===== config.mk =====
export PLATFORM = sky130hd
export DESIGN_NAME = rsc_combiner
export DESIGN_NICKNAME = d
export VERILOG_FILES = /design/src/rsc_pkg.sv /design/src/rsc_combiner.sv /design/src/rsc_flag_bits.sv /design/src/rsc_sync.sv
export VERILOG_INCLUDE_DIRS = /design/src
export SDC_FILE = /design/constraint.sdc
export NUM_CORES = 1
export LEC_CHECK = 0
export BUFFER_PORTS_ARGS = -buffer_cell sky130_fd_sc_hd__buf_4
export CAP_MARGIN = 10
export CORE_MARGIN = 2
export CORE_UTILIZATION = 50
export CTS_BUF_LIST = sky130_fd_sc_hd__clkbuf_4 sky130_fd_sc_hd__clkbuf_8
export DETAILED_ROUTE_END_ITERATION = 12
export HOLD_SLACK_MARGIN = 0.08
export PLACE_DENSITY = 0.74
export SYNTH_ARGS = -nofsm -noshare
export SYNTH_HDL_FRONTEND = slang
export SYNTH_SLANG_ARGS = --single-unit

===== constraint.sdc =====
create_clock -name sys_clk_in -period 2.3 [get_ports sys_clk_in]
set_input_delay 0 -clock sys_clk_in [delete_from_list [all_inputs] [get_ports sys_clk_in]]
set_output_delay 0 -clock sys_clk_in [all_outputs]
set_load 0.01 [all_outputs]

===== src/rsc_cfg.svh =====
/*
 * Constant layout of the reset source combiner: register offsets,
 * cause flag positions and reset values.
 * Assumes inclusion by bare name from the combiner and its testbench.
 */
`ifndef RSC_CFG_SVH
`define RSC_CFG_SVH

// ----------------------------------------------------------------
// Register offsets (byte addresses)
// ----------------------------------------------------------------
`define RSC_OFF_CAUSE 8'h00
`define RSC_OFF_IRQ_STAT 8'h04
`define RSC_OFF_IRQ_MASK 8'h08
`define RSC_OFF_LIVE 8'h0c

// ----------------------------------------------------------------
// Cause flag positions
// ----------------------------------------------------------------
`define RSC_BIT_TRAP 15
`define RSC_BIT_OPCODE 14
`define RSC_BIT_CFG 9
`define RSC_BIT_EXT 7
`define RSC_BIT_INSTR 6
`define RSC_BIT_WDOG 4
`define RSC_BIT_BROWN 1
`define RSC_BIT_POWER 0

// ----------------------------------------------------------------
// Reset values and masks
// ----------------------------------------------------------------
`define RSC_CAUSE_POR_VAL 16'h0003
`define RSC_CAUSE_IMPL 16'hc2d3
`define RSC_ZERO_VAL 16'h0000
`define RSC_LIVE_W 9

`endif


===== src/rsc_pkg.sv =====
/*
 * Types shared by the reset source combiner files.
 * Assumes nothing beyond a SystemVerilog compiler.
 */
package rsc_pkg;

	// ----------------------------------------------------------------
	// Register select
	// ----------------------------------------------------------------
	typedef enum logic [2:0] {
		RSC_SEL_CAUSE = 3'b000,
		RSC_SEL_IRQ_STAT = 3'b001,
		RSC_SEL_IRQ_MASK = 3'b010,
		RSC_SEL_LIVE = 3'b011,
		RSC_SEL_NONE = 3'b100
	} rsc_sel_type;

	// ----------------------------------------------------------------
	// Master reset state
	// ----------------------------------------------------------------
	typedef enum logic [1:0] {
		RSC_ST_HELD = 2'b00,
		RSC_ST_RUN = 2'b01
	} rsc_state_type;

endpackage : rsc_pkg


===== src/rsc_combiner.sv =====
/*
 * Reset source combiner: gathers the reset sources into one master
 * reset, records per-source cause flags and raises an interrupt on
 * reset events.
 * Assumes rst_n_in is the power-on reset, the pin and brown-out
 * inputs are asynchronous and all other sources come from logic on
 * sys_clk_in.
 */
// Summary of operation
// - Any active source asserts master reset
// - Nine reset sources are accepted
// - Each reset sets a cause flag; opcode and wreg share one
// - Power-on clears flags, sets brown-out, power-on
// - Software may set or clear flags
// - Software flag set never causes reset
// - Master reset forces defined state, others kept
`timescale 1ns/1ps
`include "rsc_cfg.svh"

module rsc_combiner
	import rsc_pkg::*;
#(
	parameter int ADDR_W = 8,
	parameter int DATA_W = 16
) (
	input wire logic sys_clk_in,
	input wire logic rst_n_in,
	input wire logic external_pin_reset_in,
	input wire logic reset_instruction_event_in,
	input wire logic watchdog_timeout_reset_in,
	input wire logic brown_out_reset_in,
	input wire logic config_mismatch_reset_in,
	input wire logic trap_conflict_reset_in,
	input wire logic illegal_opcode_reset_in,
	input wire logic uninit_wreg_reset_in,
	input wire logic [ADDR_W-1:0] addr_in,
	input wire logic [DATA_W-1:0] wr_data_in,
	input wire logic wr_en_in,
	input wire logic rd_en_in,
	output logic [DATA_W-1:0] rd_data_out,
	output logic master_reset_out,
	output logic irq_out
);

	// ----------------------------------------------------------------
	// Elaboration checks
	// ----------------------------------------------------------------
	generate
		if (DATA_W != 16) begin : g_bad_data
			$error("rsc_combiner needs DATA_W of 16");
		end
		if (ADDR_W < 4) begin : g_bad_addr
			$error("rsc_combiner needs ADDR_W of 4 or more");
		end
	endgenerate

	// ----------------------------------------------------------------
	// Address decode
	// ----------------------------------------------------------------
	function automatic rsc_sel_type reg_decode(input logic [ADDR_W-1:0] a);
		logic [7:0] lo;
		lo = 8'(a);
		if (a != ADDR_W'(lo)) begin
			reg_decode = RSC_SEL_NONE;
		end else begin
			case (lo)
				`RSC_OFF_CAUSE: reg_decode = RSC_SEL_CAUSE;
				`RSC_OFF_IRQ_STAT: reg_decode = RSC_SEL_IRQ_STAT;
				`RSC_OFF_IRQ_MASK: reg_decode = RSC_SEL_IRQ_MASK;
				`RSC_OFF_LIVE: reg_decode = RSC_SEL_LIVE;
				default: reg_decode = RSC_SEL_NONE;
			endcase
		end
	endfunction : reg_decode

	rsc_sel_type wr_sel;
	rsc_sel_type rd_sel;
	logic wr_cause;
	logic wr_irq_stat;
	logic wr_irq_mask;

	assign wr_sel = reg_decode(addr_in);
	assign rd_sel = reg_decode(addr_in);
	assign wr_cause = wr_en_in && (wr_sel == RSC_SEL_CAUSE);
	assign wr_irq_stat = wr_en_in && (wr_sel == RSC_SEL_IRQ_STAT);
	assign wr_irq_mask = wr_en_in && (wr_sel == RSC_SEL_IRQ_MASK);

	// ----------------------------------------------------------------
	// Source conditioning
	// ----------------------------------------------------------------
	logic [1:0] pin_level;
	logic ext_src;
	logic brown_src;

	// Pin and analog detector are asynchronous to the core clock
	rsc_sync #(
		.WIDTH(2)
	) u_pin_sync (
		.sys_clk_in(sys_clk_in),
		.rst_n_in(rst_n_in),
		.async_in({brown_out_reset_in, external_pin_reset_in}),
		.level_out(pin_level)
	);

	assign ext_src = pin_level[0];
	assign brown_src = pin_level[1];

	logic [`RSC_LIVE_W-1:0] src_live;
	logic src_any;

	assign src_live = {
		uninit_wreg_reset_in,
		illegal_opcode_reset_in,
		trap_conflict_reset_in,
		config_mismatch_reset_in,
		brown_src,
		watchdog_timeout_reset_in,
		reset_instruction_event_in,
		ext_src,
		~rst_n_in
	};

	// Cause flags never feed back, so software sets cannot reset
	assign src_any = |src_live;

	// ----------------------------------------------------------------
	// Master reset
	// ----------------------------------------------------------------
	rsc_state_type state_ff;
	rsc_state_type nxt_state;
	logic master_ff;

	always_comb begin
		case (state_ff)
			RSC_ST_HELD: nxt_state = src_any ? RSC_ST_HELD : RSC_ST_RUN;
			RSC_ST_RUN: nxt_state = src_any ? RSC_ST_HELD : RSC_ST_RUN;
			default: nxt_state = RSC_ST_HELD;
		endcase
	end

	always_ff @(posedge sys_clk_in) begin
		if (!rst_n_in) begin
			state_ff <= RSC_ST_HELD;
		end else begin
			state_ff <= nxt_state;
		end
	end

	// Registered so release always lands on a clock edge
	always_ff @(posedge sys_clk_in) begin
		if (!rst_n_in) begin
			master_ff <= 1'b1;
		end else begin
			master_ff <= (nxt_state == RSC_ST_HELD);
		end
	end

	assign master_reset_out = master_ff;

	// ----------------------------------------------------------------
	// Cause flags
	// ----------------------------------------------------------------
	logic [DATA_W-1:0] hw_set;
	logic [DATA_W-1:0] cause_q;

	always_comb begin
		hw_set = '0;
		hw_set[`RSC_BIT_TRAP] = trap_conflict_reset_in;
		// Two sources share one flag
		hw_set[`RSC_BIT_OPCODE] = illegal_opcode_reset_in | uninit_wreg_reset_in;
		hw_set[`RSC_BIT_CFG] = config_mismatch_reset_in;
		hw_set[`RSC_BIT_EXT] = ext_src;
		hw_set[`RSC_BIT_INSTR] = reset_instruction_event_in;
		hw_set[`RSC_BIT_WDOG] = watchdog_timeout_reset_in;
		hw_set[`RSC_BIT_BROWN] = brown_src;
	end

	// Power-on value is the only reset; other resets keep the flags
	rsc_flag_bits #(
		.WIDTH(DATA_W),
		.RESET_VAL(`RSC_CAUSE_POR_VAL),
		.IMPL_MASK(`RSC_CAUSE_IMPL),
		.WRITE_ONE_CLEAR(1'b0)
	) u_cause (
		.sys_clk_in(sys_clk_in),
		.rst_n_in(rst_n_in),
		.wr_en_in(wr_cause),
		.wr_data_in(wr_data_in),
		.hw_set_in(hw_set),
		.flags_out(cause_q)
	);

	// ----------------------------------------------------------------
	// Reset event interrupt
	// ----------------------------------------------------------------
	logic [DATA_W-1:0] prev_set_ff;
	logic [DATA_W-1:0] event_set;
	logic [DATA_W-1:0] irq_stat_q;
	logic [DATA_W-1:0] irq_mask_ff;

	always_ff @(posedge sys_clk_in) begin
		if (!rst_n_in) begin
			prev_set_ff <= '0;
		end else begin
			prev_set_ff <= hw_set;
		end
	end

	assign event_set = hw_set & ~prev_set_ff;

	rsc_flag_bits #(
		.WIDTH(DATA_W),
		.RESET_VAL(`RSC_ZERO_VAL),
		.IMPL_MASK(`RSC_CAUSE_IMPL),
		.WRITE_ONE_CLEAR(1'b1)
	) u_irq_stat (
		.sys_clk_in(sys_clk_in),
		.rst_n_in(rst_n_in),
		.wr_en_in(wr_irq_stat),
		.wr_data_in(wr_data_in),
		.hw_set_in(event_set),
		.flags_out(irq_stat_q)
	);

	// Mask survives master reset so the event is seen afterwards
	always_ff @(posedge sys_clk_in) begin
		if (!rst_n_in) begin
			irq_mask_ff <= '0;
		end else if (wr_irq_mask) begin
			irq_mask_ff <= wr_data_in & `RSC_CAUSE_IMPL;
		end
	end

	assign irq_out = |(irq_stat_q & irq_mask_ff);

	// ----------------------------------------------------------------
	// Read port
	// ----------------------------------------------------------------
	logic [DATA_W-1:0] rd_data_ff;
	logic [DATA_W-1:0] nxt_rd_data;

	always_comb begin
		case (rd_sel)
			RSC_SEL_CAUSE: nxt_rd_data = cause_q;
			RSC_SEL_IRQ_STAT: nxt_rd_data = irq_stat_q;
			RSC_SEL_IRQ_MASK: nxt_rd_data = irq_mask_ff;
			RSC_SEL_LIVE: nxt_rd_data = DATA_W'(src_live);
			default: nxt_rd_data = '0;
		endcase
	end

	// Read data is forced clear while the master reset holds
	always_ff @(posedge sys_clk_in) begin
		if (!rst_n_in || master_ff) begin
			rd_data_ff <= '0;
		end else if (rd_en_in) begin
			rd_data_ff <= nxt_rd_data;
		end else begin
			rd_data_ff <= '0;
		end
	end

	assign rd_data_out = rd_data_ff;

	// ----------------------------------------------------------------
	// Assertions
	// ----------------------------------------------------------------
	a_master_any: assert property (
		@(posedge sys_clk_in) disable iff (!rst_n_in)
		src_any |=> master_reset_out
	) else $error("master reset missed an active source");

	a_master_release: assert property (
		@(posedge sys_clk_in) disable iff (!rst_n_in)
		(!src_any ##1 !src_any) |-> ##1 !master_reset_out
	) else $error("master reset not released");

	a_wreg_flag: assert property (
		@(posedge sys_clk_in) disable iff (!rst_n_in)
		uninit_wreg_reset_in |=> cause_q[`RSC_BIT_OPCODE] && master_reset_out
	) else $error("working register source not taken");

	a_cause_set: assert property (
		@(posedge sys_clk_in) disable iff (!rst_n_in)
		(trap_conflict_reset_in || watchdog_timeout_reset_in)
		|=> (cause_q[`RSC_BIT_TRAP] || !$past(trap_conflict_reset_in))
		&& (cause_q[`RSC_BIT_WDOG] || !$past(watchdog_timeout_reset_in))
	) else $error("cause flag not set by its source");

	a_por_value: assert property (
		@(posedge sys_clk_in)
		!rst_n_in |=> cause_q == `RSC_CAUSE_POR_VAL
	) else $error("power-on cause value wrong");

	a_sw_write: assert property (
		@(posedge sys_clk_in) disable iff (!rst_n_in)
		(wr_cause && hw_set == '0)
		|=> cause_q == ($past(wr_data_in) & `RSC_CAUSE_IMPL)
	) else $error("software write to cause flags lost");

	a_sw_no_reset: assert property (
		@(posedge sys_clk_in) disable iff (!rst_n_in)
		(wr_cause && !src_any) |=> !master_reset_out
	) else $error("software flag write caused a reset");

	a_rd_forced: assert property (
		@(posedge sys_clk_in) disable iff (!rst_n_in)
		master_reset_out |=> rd_data_out == '0
	) else $error("read data not cleared under master reset");

	a_hw_priority: assert property (
		@(posedge sys_clk_in) disable iff (!rst_n_in)
		(wr_cause && hw_set != '0)
		|=> (cause_q & $past(hw_set)) == $past(hw_set)
	) else $error("software write beat a hardware set");

endmodule : rsc_combiner


===== src/rsc_flag_bits.sv =====
/*
 * Row of hardware-settable flag bits with a software write port.
 * Assumes hardware sets are one clock long or longer levels.
 */
`timescale 1ns/1ps

module rsc_flag_bits #(
	parameter int WIDTH = 16,
	parameter logic [WIDTH-1:0] RESET_VAL = '0,
	parameter logic [WIDTH-1:0] IMPL_MASK = '1,
	parameter bit WRITE_ONE_CLEAR = 1'b0
) (
	input wire logic sys_clk_in,
	input wire logic rst_n_in,
	input wire logic wr_en_in,
	input wire logic [WIDTH-1:0] wr_data_in,
	input wire logic [WIDTH-1:0] hw_set_in,
	output logic [WIDTH-1:0] flags_out
);

	logic [WIDTH-1:0] flags_ff;

	generate
		if (WIDTH < 1) begin : g_bad_width
			$error("rsc_flag_bits needs WIDTH of 1 or more");
		end
	endgenerate

	genvar i;
	generate
		for (i = 0; i < WIDTH; i++) begin : g_flag
			if (IMPL_MASK[i]) begin : g_impl
				// Hardware set beats any write in the same cycle
				always_ff @(posedge sys_clk_in) begin
					if (!rst_n_in) begin
						flags_ff[i] <= RESET_VAL[i];
					end else if (hw_set_in[i]) begin
						flags_ff[i] <= 1'b1;
					end else if (wr_en_in) begin
						if (WRITE_ONE_CLEAR) begin
							flags_ff[i] <= flags_ff[i] & ~wr_data_in[i];
						end else begin
							flags_ff[i] <= wr_data_in[i];
						end
					end
				end
			end else begin : g_none
				// Same kind of driver as the other bits of the row
				always_ff @(posedge sys_clk_in) begin
					flags_ff[i] <= 1'b0;
				end
			end
		end
	endgenerate

	assign flags_out = flags_ff;

endmodule : rsc_flag_bits


===== src/rsc_sync.sv =====
/*
 * Three-stage input conditioner for levels from outside the clock.
 * Assumes a single clock and a synchronous active low reset.
 */
`timescale 1ns/1ps

module rsc_sync #(
	parameter int WIDTH = 2
) (
	input wire logic sys_clk_in,
	input wire logic rst_n_in,
	input wire logic [WIDTH-1:0] async_in,
	output logic [WIDTH-1:0] level_out
);

	logic [WIDTH-1:0] meta_ff;
	logic [WIDTH-1:0] stage2_ff;
	logic [WIDTH-1:0] stage3_ff;
	logic [WIDTH-1:0] level_ff;

	generate
		if (WIDTH < 1) begin : g_bad_width
			$error("rsc_sync needs WIDTH of 1 or more");
		end
	endgenerate

	always_ff @(posedge sys_clk_in) begin
		if (!rst_n_in) begin
			meta_ff <= '0;
			stage2_ff <= '0;
			stage3_ff <= '0;
		end else begin
			meta_ff <= async_in;
			stage2_ff <= meta_ff;
			stage3_ff <= stage2_ff;
		end
	end

	// Change taken only once the last two stages agree
	genvar i;
	generate
		for (i = 0; i < WIDTH; i++) begin : g_bit
			always_ff @(posedge sys_clk_in) begin
				if (!rst_n_in) begin
					level_ff[i] <= 1'b0;
				end else if (stage2_ff[i] == stage3_ff[i]) begin
					level_ff[i] <= stage3_ff[i];
				end
			end
		end
	endgenerate

	assign level_out = level_ff;

endmodule : rsc_sync


==> Yosys cells after proc, flatten, opt, wreduce, memory -nomap -nowiden <==
Cells that the tools add are included.
{ "totals": {"regBits": 67, "inputBits": 36, "elab_cells": 118} }
{ "classes": {"n_eq_ne": 9, "mux": 32, "bitwise_logic": 22, "reduce_logical": 28} }
{ "ops": {"columns": ["op", "count"], "rows": [
  ["$pmux 16 s4", 1],
  ["$and 16x16->16", 2],
  ["$mux 1", 30],
  ["$reduce_bool 2->1", 14],
  ["$eq 8x4->1 const B", 2],
  ["$not 16->16", 1],
  ["$reduce_or 16->1", 1],
  ["$pmux 3 s4", 1],
  ["$not 1->1", 10],
  ["$reduce_or 9->1", 1],
  ["$and 1x1->1", 8],
  ["$eq 8x3->1 const B", 1],
  ["$logic_not 8->1", 1],
  ["$eq 3x2->1 const B", 2],
  ["$reduce_or 2->1", 3],
  ["$logic_not 2->1", 2],
  ["$eq 3x1->1 const B", 1],
  ["$logic_and 1x1->1", 3],
  ["$logic_not 3->1", 1],
  ["$eq 1x1->1", 2],
  ["$eq 2x1->1 const B", 1],
  ["$logic_not 1->1", 1],
  ["$logic_or 1x1->1", 1],
  ["$or 1x1->1", 1]
]} }

==> Depth between registers and ports, before layout <==
Gate-level depths: netlist (run 1).
{ "logic_depth": {"depth_word": 6, "depth_mapped": 5, "mapped_depth_nobuf": 3} }

==> By module <==
A second synthesis (run 1) with hierarchy kept.
{ "unflattened": {"cells_unflattened": 241, "area_unflattened_um2": 2447.3} }
{ "modules_own_cells": {"columns": ["mod", "n_inst", "cells_per_inst", "area_each_um2"], "rows": [
  ["rsc_combiner", 1, 144, 1451.4],
  ["rsc_flag_bits at u_cause", 1, 35, 409.1],
  ["rsc_flag_bits at u_irq_stat", 1, 42, 349.1],
  ["rsc_sync", 1, 20, 237.7]
]} }

==> Worst setup path before layout (run 1) <==
OpenSTA, ideal clock, no wires.
{ "synth_path": {"path_kind": "reg-to-reg", "startpoint": "reg master_ff, in the netlist master_reset_out", "endpoint": "reg rd_data_ff[2], in the netlist rd_data_out[2]", "arrival_ns": 1.125, "required_ns": 2.239, "slack_ns": 1.114, "path_stages_with_launch": 4, "n_path_buf": 0, "cell_sequence": "dfxtp_1 nor4b_4 and3_1 and4_1"} }
{ "synth_via": {"elab_chain_len": 2} }
{ "synth_lines": {"columns": ["item", "line_no", "text"], "rows": [
  ["start, declared", "rsc_combiner.sv:131", "logic master_ff;"],
  ["start signal, assigned", "rsc_combiner.sv:154", "master_ff <= (nxt_state == RSC_ST_HELD);"],
  ["$logic_or 1x1->1", "rsc_combiner.sv:254", "if (!rst_n_in || master_ff) begin"],
  ["$reduce_or 2->1 (no source line)", null, null],
  ["end signal, assigned", "rsc_combiner.sv:257", "rd_data_ff <= nxt_rd_data;"],
  ["end, declared", "rsc_combiner.sv:239", "logic [DATA_W-1:0] rd_data_ff;"]
]} }
No other way between the ends.
A chain may end at the register's enable or synchronous reset.

==> Final worst setup path (run 1) <==
{ "layout_path": {"startpoint": "in uninit_wreg_reset_in", "endpoint": "reg master_ff, in the netlist master_reset_out"} }
{ "layout_via": {"elab_chain_len": 4} }
{ "layout_lines": {"columns": ["item", "line_no", "text"], "rows": [
  ["start, declared", "rsc_combiner.sv:35", "input wire logic uninit_wreg_reset_in,"],
  ["$reduce_or 9->1", "rsc_combiner.sv:124", "assign src_any = |src_live;"],
  ["$mux 1", "rsc_combiner.sv:135, rsc_combiner.sv:136", null],
  ["$mux 1", null, null],
  ["$logic_not 2->1", "rsc_combiner.sv:154", null]
]} }
No other way between the ends.

==> results of run 1 <==
==> routing by layer <==
layer	track usage (%)	vias up
met4	8.76	0
li1	-	862
met2	30.6	54
met5	0	-
met3	5.19	11
met1	26.1	816
==> cell usage in the layout (no fill, tap or decap), drive strengths merged <==
master       instances
mux4                 4
o2111ai              1
clkinv               1
dlygate4sd3         21
and4b                1
nor3                 2
nor2                11
o21ai                9
a41oi                1
nand4                9
nor2b               15
and4                 4
nor4b                2
o311a                6
nand3                2
a21oi                7
a211oi               2
and2                16
o21a                 1
conb                 4
a22oi                4
a2bb2oi              3
nand2               20
and3                 3
clkbuf               6
dfxtp               52
o211ai               1
nor4                 1
inv                  5
mux2i               11
nor3b                1
buf                 44
a21boi               2
==> path summary, 6_finish.rpt <==
| path | to | slack [ps] | cells after the start |
|---|---|---|---|
| max reg2reg | master_reset_out | 650 | 3 |
| min | rd_data_out[15] | 120 | 4 |
| min reg2reg | u_pin_sync.stage2_ff[1] | 440 | 1 |
| max | master_reset_out | 420 | 6 |
==> synthesized netlist by cell type, drive strengths merged <==
library cell	count	share of area, %
and4	4	1.6
a211oi	2	0.69
o2111ai	1	0.40
nor3b	1	0.57
a21oi	7	1.6
o21ai	9	2.1
and3	3	0.86
a41oi	1	0.40
o21a	1	0.35
o211ai	1	0.35
nor2	11	2.0
and4b	1	0.46
buf	13	4.7
and2	16	4.6
nor2b	15	4.3
inv	5	0.86
a21boi	2	0.69
nand2	20	3.5
nand3	2	1.0
mux4	4	4.1
mux2i	11	5.1
nor3	2	0.46
conb	1	0.17
nor4	1	0.98
nor4b	2	1.5
a2bb2oi	3	1.2
nand4	9	2.6
dfxtp	52	48
a22oi	4	1.4
o311a	6	2.8
clkbuf	5	0.86
==> layout make-up <==
cell class,instances,area share (%)
sequential,52,37.9
multi-input combinational,143,36.6
timing repair buffer,65,19.7
clock buffer,6,2.78
tap,50,2.27
inverter,5,0.682
clock inverter,1,0.182
==> cell families after synthesis <==
family          after synthesis  share of synthesized area, %
compound gates               37                          11.9
buf+inv                      23                          6.44
flops                        52                          47.8
mux                          15                          9.20
other cells                   1                         0.172
simple gates                 87                          24.4
==> state kept, by name, summed over array words and instances (netlist names) <==
name                  flops
u_irq_stat.flags_out      8
irq_mask_ff               8
u_pin_sync.stage2_ff      2
master_reset_out          1
u_cause.flags_out         8
prev_set_ff               7
rd_data_out              12
u_pin_sync.level_out      2
u_pin_sync.meta_ff        2
u_pin_sync.stage3_ff      2
==> worst max-delay path, delay by kind of cell <==
family                 cells  cell delay (ps)
buffers and inverters      4             1840
AND/OR/NAND/NOR            2              230
==> power by group <==
part           switching (W)  total, W  leakage, nW  internal [W]
registers          0.0000125  0.000935        0.425      0.000923
logic              0.0000784  0.000173        0.670     0.0000942
clock network       0.000281  0.000501       0.0445      0.000219
==> per-stage QoR <==
step                power (W)  area, um2  worst slack, ps  cells  hold WS, ps
finish                0.00161       2750              420    322          119
global route          0.00168       2750              282    322          118
CTS                   0.00162       2750              412    322          115
detailed placement    0.00110       2460              840    294          208
global placement      0.00110       2460              842    294          197
floorplan             0.00104       2190             1110    218         87.0
==> what timing repair did <==
action                                 in CTS  in global routing
setup buffers                               0                  0
hold buffers                               21                  0
resized for setup                           0                  0
endpoints found under the hold margin      38                  0
==> qor.yml, run 1 <==
grt_pass1_wl_mm: 7.63
num_vias: 1743
synth_seq_cells: 52
period_share_pct: 81.7
ir_drop_mv: 0.434
wirelength_mm: 4.56
numCtsBuffers: 5
ys_seq_area_share_pct: 47.8
drtAntennaViolNets: 0
crit_top_cell: "dlygate4sd3_1"
grt_overflow: 0
max_slew_margin_pct: 66.4
wl_met3_um: 253
initial_core_util_pct: 53.2
max_slew.worst_pin.slew_ps: 504
r2r-start: "u_pin_sync.level_out[0]"
core_mm2: 0.00409
cts.sinks: 52
hp-class: "input pin to flip-flop"
die_y_um: 70.0
synth_area_mm2: 0.00218
wl_met1_mm: 2.07
critPathKind: "input pin to flip-flop"
avgRoutedWirePerCell_um: 14.2
final.fill_count: 338
drcViolationCount: 0
antenna_found_initial: 0
row_count: 23
clk_latency_ps: 310
synthDistinctLibCells: 36
vias_per_cell: 5.41
max_cap_violations: 0
slowest_delay_ps: 600
cp_slowest_cell: "dlygate4sd3_1"
clk_path_buf_depth: 2
syn_inst: 215
finalSetupViolCount: 0
dpl.hpwl_mm: 3.10
crit_fanout: 3
arrival_ps: 2070
fin_crit_ps: 1880
io_buffers: 41
fin_tns_setup_ps: 0
drtIter0Drc: 134
cts.clk_slew.worst_paths_ps: 80
gp_congestion: 0.810
die_x_um: 70.0
grt_start_max_net_pins: 52
end_kind: "flip-flop"
ys_warn_count: 0
hold_start: "rd_en_in"
area_growth_pct: 26.4
regArea_mm2: 0.00104
required_ps: 2500
cts_root_buf: "clkbuf_8"
status: "complete, no violations"
hold_violations: 0
die_area_mm2: 0.00490
fmax_mhz: 532
drive_above_1_share_pct: 22.1
drt_pass1_iterations: 5
syn_avg_cell_area_um2: 10.1
power.density_mw_per_mm2: 585
drv_slew: 0
cp-startpoint: "uninit_wreg_reset_in"
grt_use_total_pct: 19.8
clock_skew_ps: 8.64
num_io_pins: 54
cts_tree: "built"
finalCoreUtilization_pct: 67.3
h-tree-depth: 2
fin_nets: 308
grt_pass1_vias: 1588
crit_chain: "dlygate4sd3_1, buf_4, nor2_1, dlygate4sd3_1, nand3_1, dlygate4sd3_1"
top_layer: "met4"
dr_wl_met2_mm: 2.12
p_leak_nw: 1.14
start_kind: "input pin"
multiInputGateArea_mm2: 0.00101
rsz0062_at_grt: "no"
n_antenna_cell: 0
No activity file was read; power rests on OpenSTA's default activity.
==> run 2: changes to the inputs <==
--- a/config.mk
+++ b/config.mk
@@ -9,11 +9,11 @@
 export BUFFER_PORTS_ARGS = -buffer_cell sky130_fd_sc_hd__buf_4
 export CAP_MARGIN = 10
 export CORE_MARGIN = 2
-export CORE_UTILIZATION = 50
+export CORE_UTILIZATION = 49
 export CTS_BUF_LIST = sky130_fd_sc_hd__clkbuf_4 sky130_fd_sc_hd__clkbuf_8
 export DETAILED_ROUTE_END_ITERATION = 12
 export HOLD_SLACK_MARGIN = 0.08
-export PLACE_DENSITY = 0.74
+export PLACE_DENSITY = 0.75
 export SYNTH_ARGS = -nofsm -noshare
 export SYNTH_HDL_FRONTEND = slang
 export SYNTH_SLANG_ARGS = --single-unit
==> constraint.sdc (replaced) <==
create_clock -name sys_clk_in -period 1.6 [get_ports sys_clk_in]
set_input_delay 0 -clock sys_clk_in [delete_from_list [all_inputs] [get_ports sys_clk_in]]
set_output_delay 0 -clock sys_clk_in [all_outputs]
set_load 0.01 [all_outputs]
==> run 2 against run 1 <==
Against the previous run: non-clock buffer count is 9 higher; power is 60% higher; cell count is 3.7% higher; wire length is 9.4% higher; hold slack worse by 4.4 ps; setup slack worse by 370 ps; register-to-register slack worse by 340 ps; core utilization is 0.84 points lower; design area is 4.5% higher; first-iteration DRC count is 4.5% higher; via count is 4.6% higher; critical path type unchanged; highest routed layer unchanged.
==> qor.yml, run 2 (same netlist as run 1, synthesis figures left out) <==
ff2ff_setup_slack_ps: 310
drv_slew: 0
fin_crit_ps: 1540
p_sw_w: 0.000546
clock_skew_ps: 7.79
cts.clk_slew.worst_paths_ps: 90
cts_tree: "built"
clk_latency_ps: 300
fmax_mhz: 647
cts.sinks: 52
numCtsBuffers: 5
finalCoreUtilization_pct: 66.5
gp_congestion: 0.795
crit_fanout: 7
core_mm2: 0.00432
max_cap_violations: 0
grt_start_max_net_pins: 27
antenna_found_initial: 0
dp_slack_ps: 246
p_leak_nw: 1.20
num_io_pins: 54
rr_endpoint: "rd_data_out[8]"
crit_chain: "dlygate4sd3_1, buf_4, nor4_4, buf_4, and4b_1, buf_4, mux2i_1"
drtIter0Drc: 140
required_ps: 1830
start_kind: "input pin"
vias_per_cell: 5.46
p_sw_share_pct: 21.2
drtAntennaViolNets: 0
hp-class: "input pin to flip-flop"
period_share_pct: 96.6
r2r-start: "master_reset_out"
crit_end: "irq_mask_ff[9]"
n_antenna_cell: 0
die_area_mm2: 0.00499
fin_nets: 317
arrival_ps: 1770
intPower_w: 0.00203
grt_pass1_vias: 1729
cp_slowest_cell: "dlygate4sd3_1"
initial_core_util_pct: 50.3
instances_no_fill: 334
ir_drop_mv: 0.532
final_common_cell: "dfxtp_1"
grt_overflow: 0
status: "complete, no violations"
die_x_um: 70.6
cts_root_buf: "clkbuf_8"
critPathKind: "input pin to flip-flop"
p_seq_share_pct: 52.3
cp-startpoint: "addr_in[4]"
h-tree-depth: 2
p_clk_share_pct: 37.3
setup_ws_ps: 55.0
slowest_delay_ps: 540
clk_path_buf_depth: 2
drive_above_1_share_pct: 24.1
dpl.hpwl_mm: 3.25
drt_pass1_iterations: 4
drcViolationCount: 0
holdPathStages: 2
combPwrFrac_pct: 10.4
grt_use_total_pct: 21.0
final.fill_count: 366
grt_pass1_wl_mm: 8.28
placed_cells: 301
avgRoutedWirePerCell_um: 14.9
end_kind: "flip-flop"
crit_top_cell: "buf_4"
hold_violations: 0
area_growth_pct: 32.1
finalSetupViolCount: 0
power.density_mw_per_mm2: 895
largest_reg_flops: 12
reg2regPathDepth: 3
row_count: 24
io_buffers: 41
die_y_um: 70.6
num_vias: 1823
final_cell_mix: "52 x dfxtp_1, 50 x buf_4, 24 x dlygate4sd3_1, 20 x nand2_1, 16 x and2_1"
wirelength_mm: 4.99
## run 2: what timing repair did
item / in CTS / in global routing
setup buffers: 0 / 1
endpoints found under the setup margin: 0 / 23
hold buffers: 25 / 0
gates resized for setup: 0 / 1
hold endpoints to repair: 40 / 0
## run 2: power by group through the flow
stage	logic [W]	registers [W]	clock network [W]
floorplan	0.000130	0.00137	0
global placement	0.000212	0.00137	0
detailed placement	0.000215	0.00137	0
CTS	0.000264	0.00134	0.000980
global route	0.000291	0.00135	0.00103
finish	0.000267	0.00134	0.000960
## run 2: how the worst min path moves through the flow
stage | slack, ps | to | startpoint
finish | 110 | rd_data_out[3] | addr_in[3]
detailed placement | 200 | u_irq_stat.flags_out[0] | wr_data_in[0]
floorplan | 90 | u_irq_stat.flags_out[0] | wr_data_in[0]
global placement | 200 | u_irq_stat.flags_out[0] | wr_data_in[0]
global route | 120 | rd_data_out[14] | rd_en_in
CTS | 110 | rd_data_out[3] | addr_in[3]
## run 2: area by class of cell
cell class | instances | area, um2 | share of cell area, %
flip-flops and latches | 52 | 1040 | 36.2
multi-input cells | 143 | 1010 | 35.0
repair buffers | 74 | 616 | 21.4
clock buffers | 7 | 96.3 | 3.35
well taps | 52 | 65.1 | 2.26
clock inverters | 1 | 30.0 | 1.04
inverters | 5 | 18.8 | 0.653
## run 2: metrics by stage
| step | cell area, um2 | TNS (ps) | total power (W) | hold WS, ps |
|---|---|---|---|---|
| 2_1_floorplan | 2190 | 0 | 0.00150 | 87.0 |
| 3_3_place_gp | 2500 | 0 | 0.00159 | 198 |
| 3_5_place_dp | 2500 | 0 | 0.00159 | 196 |
| 4_1_cts | 2880 | 0 | 0.00259 | 108 |
| 5_1_grt | 2870 | -7.68 | 0.00267 | 117 |
| 6_report | 2870 | 0 | 0.00257 | 115 |
## run 2: critical path: cells and delay by family
family | cells | cell delay [ps]
buf+inv | 4 | 1050
simple gates | 2 | 510
mux | 1 | 200
## run 2: routing by layer
metal | global-route usage [%] | part of all wire [%]
met1 | 27.9 | 45
met4 | 6.29 | 1.6
met3 | 4.27 | 4.5
met2 | 34.8 | 49
met5 | 0 | 0
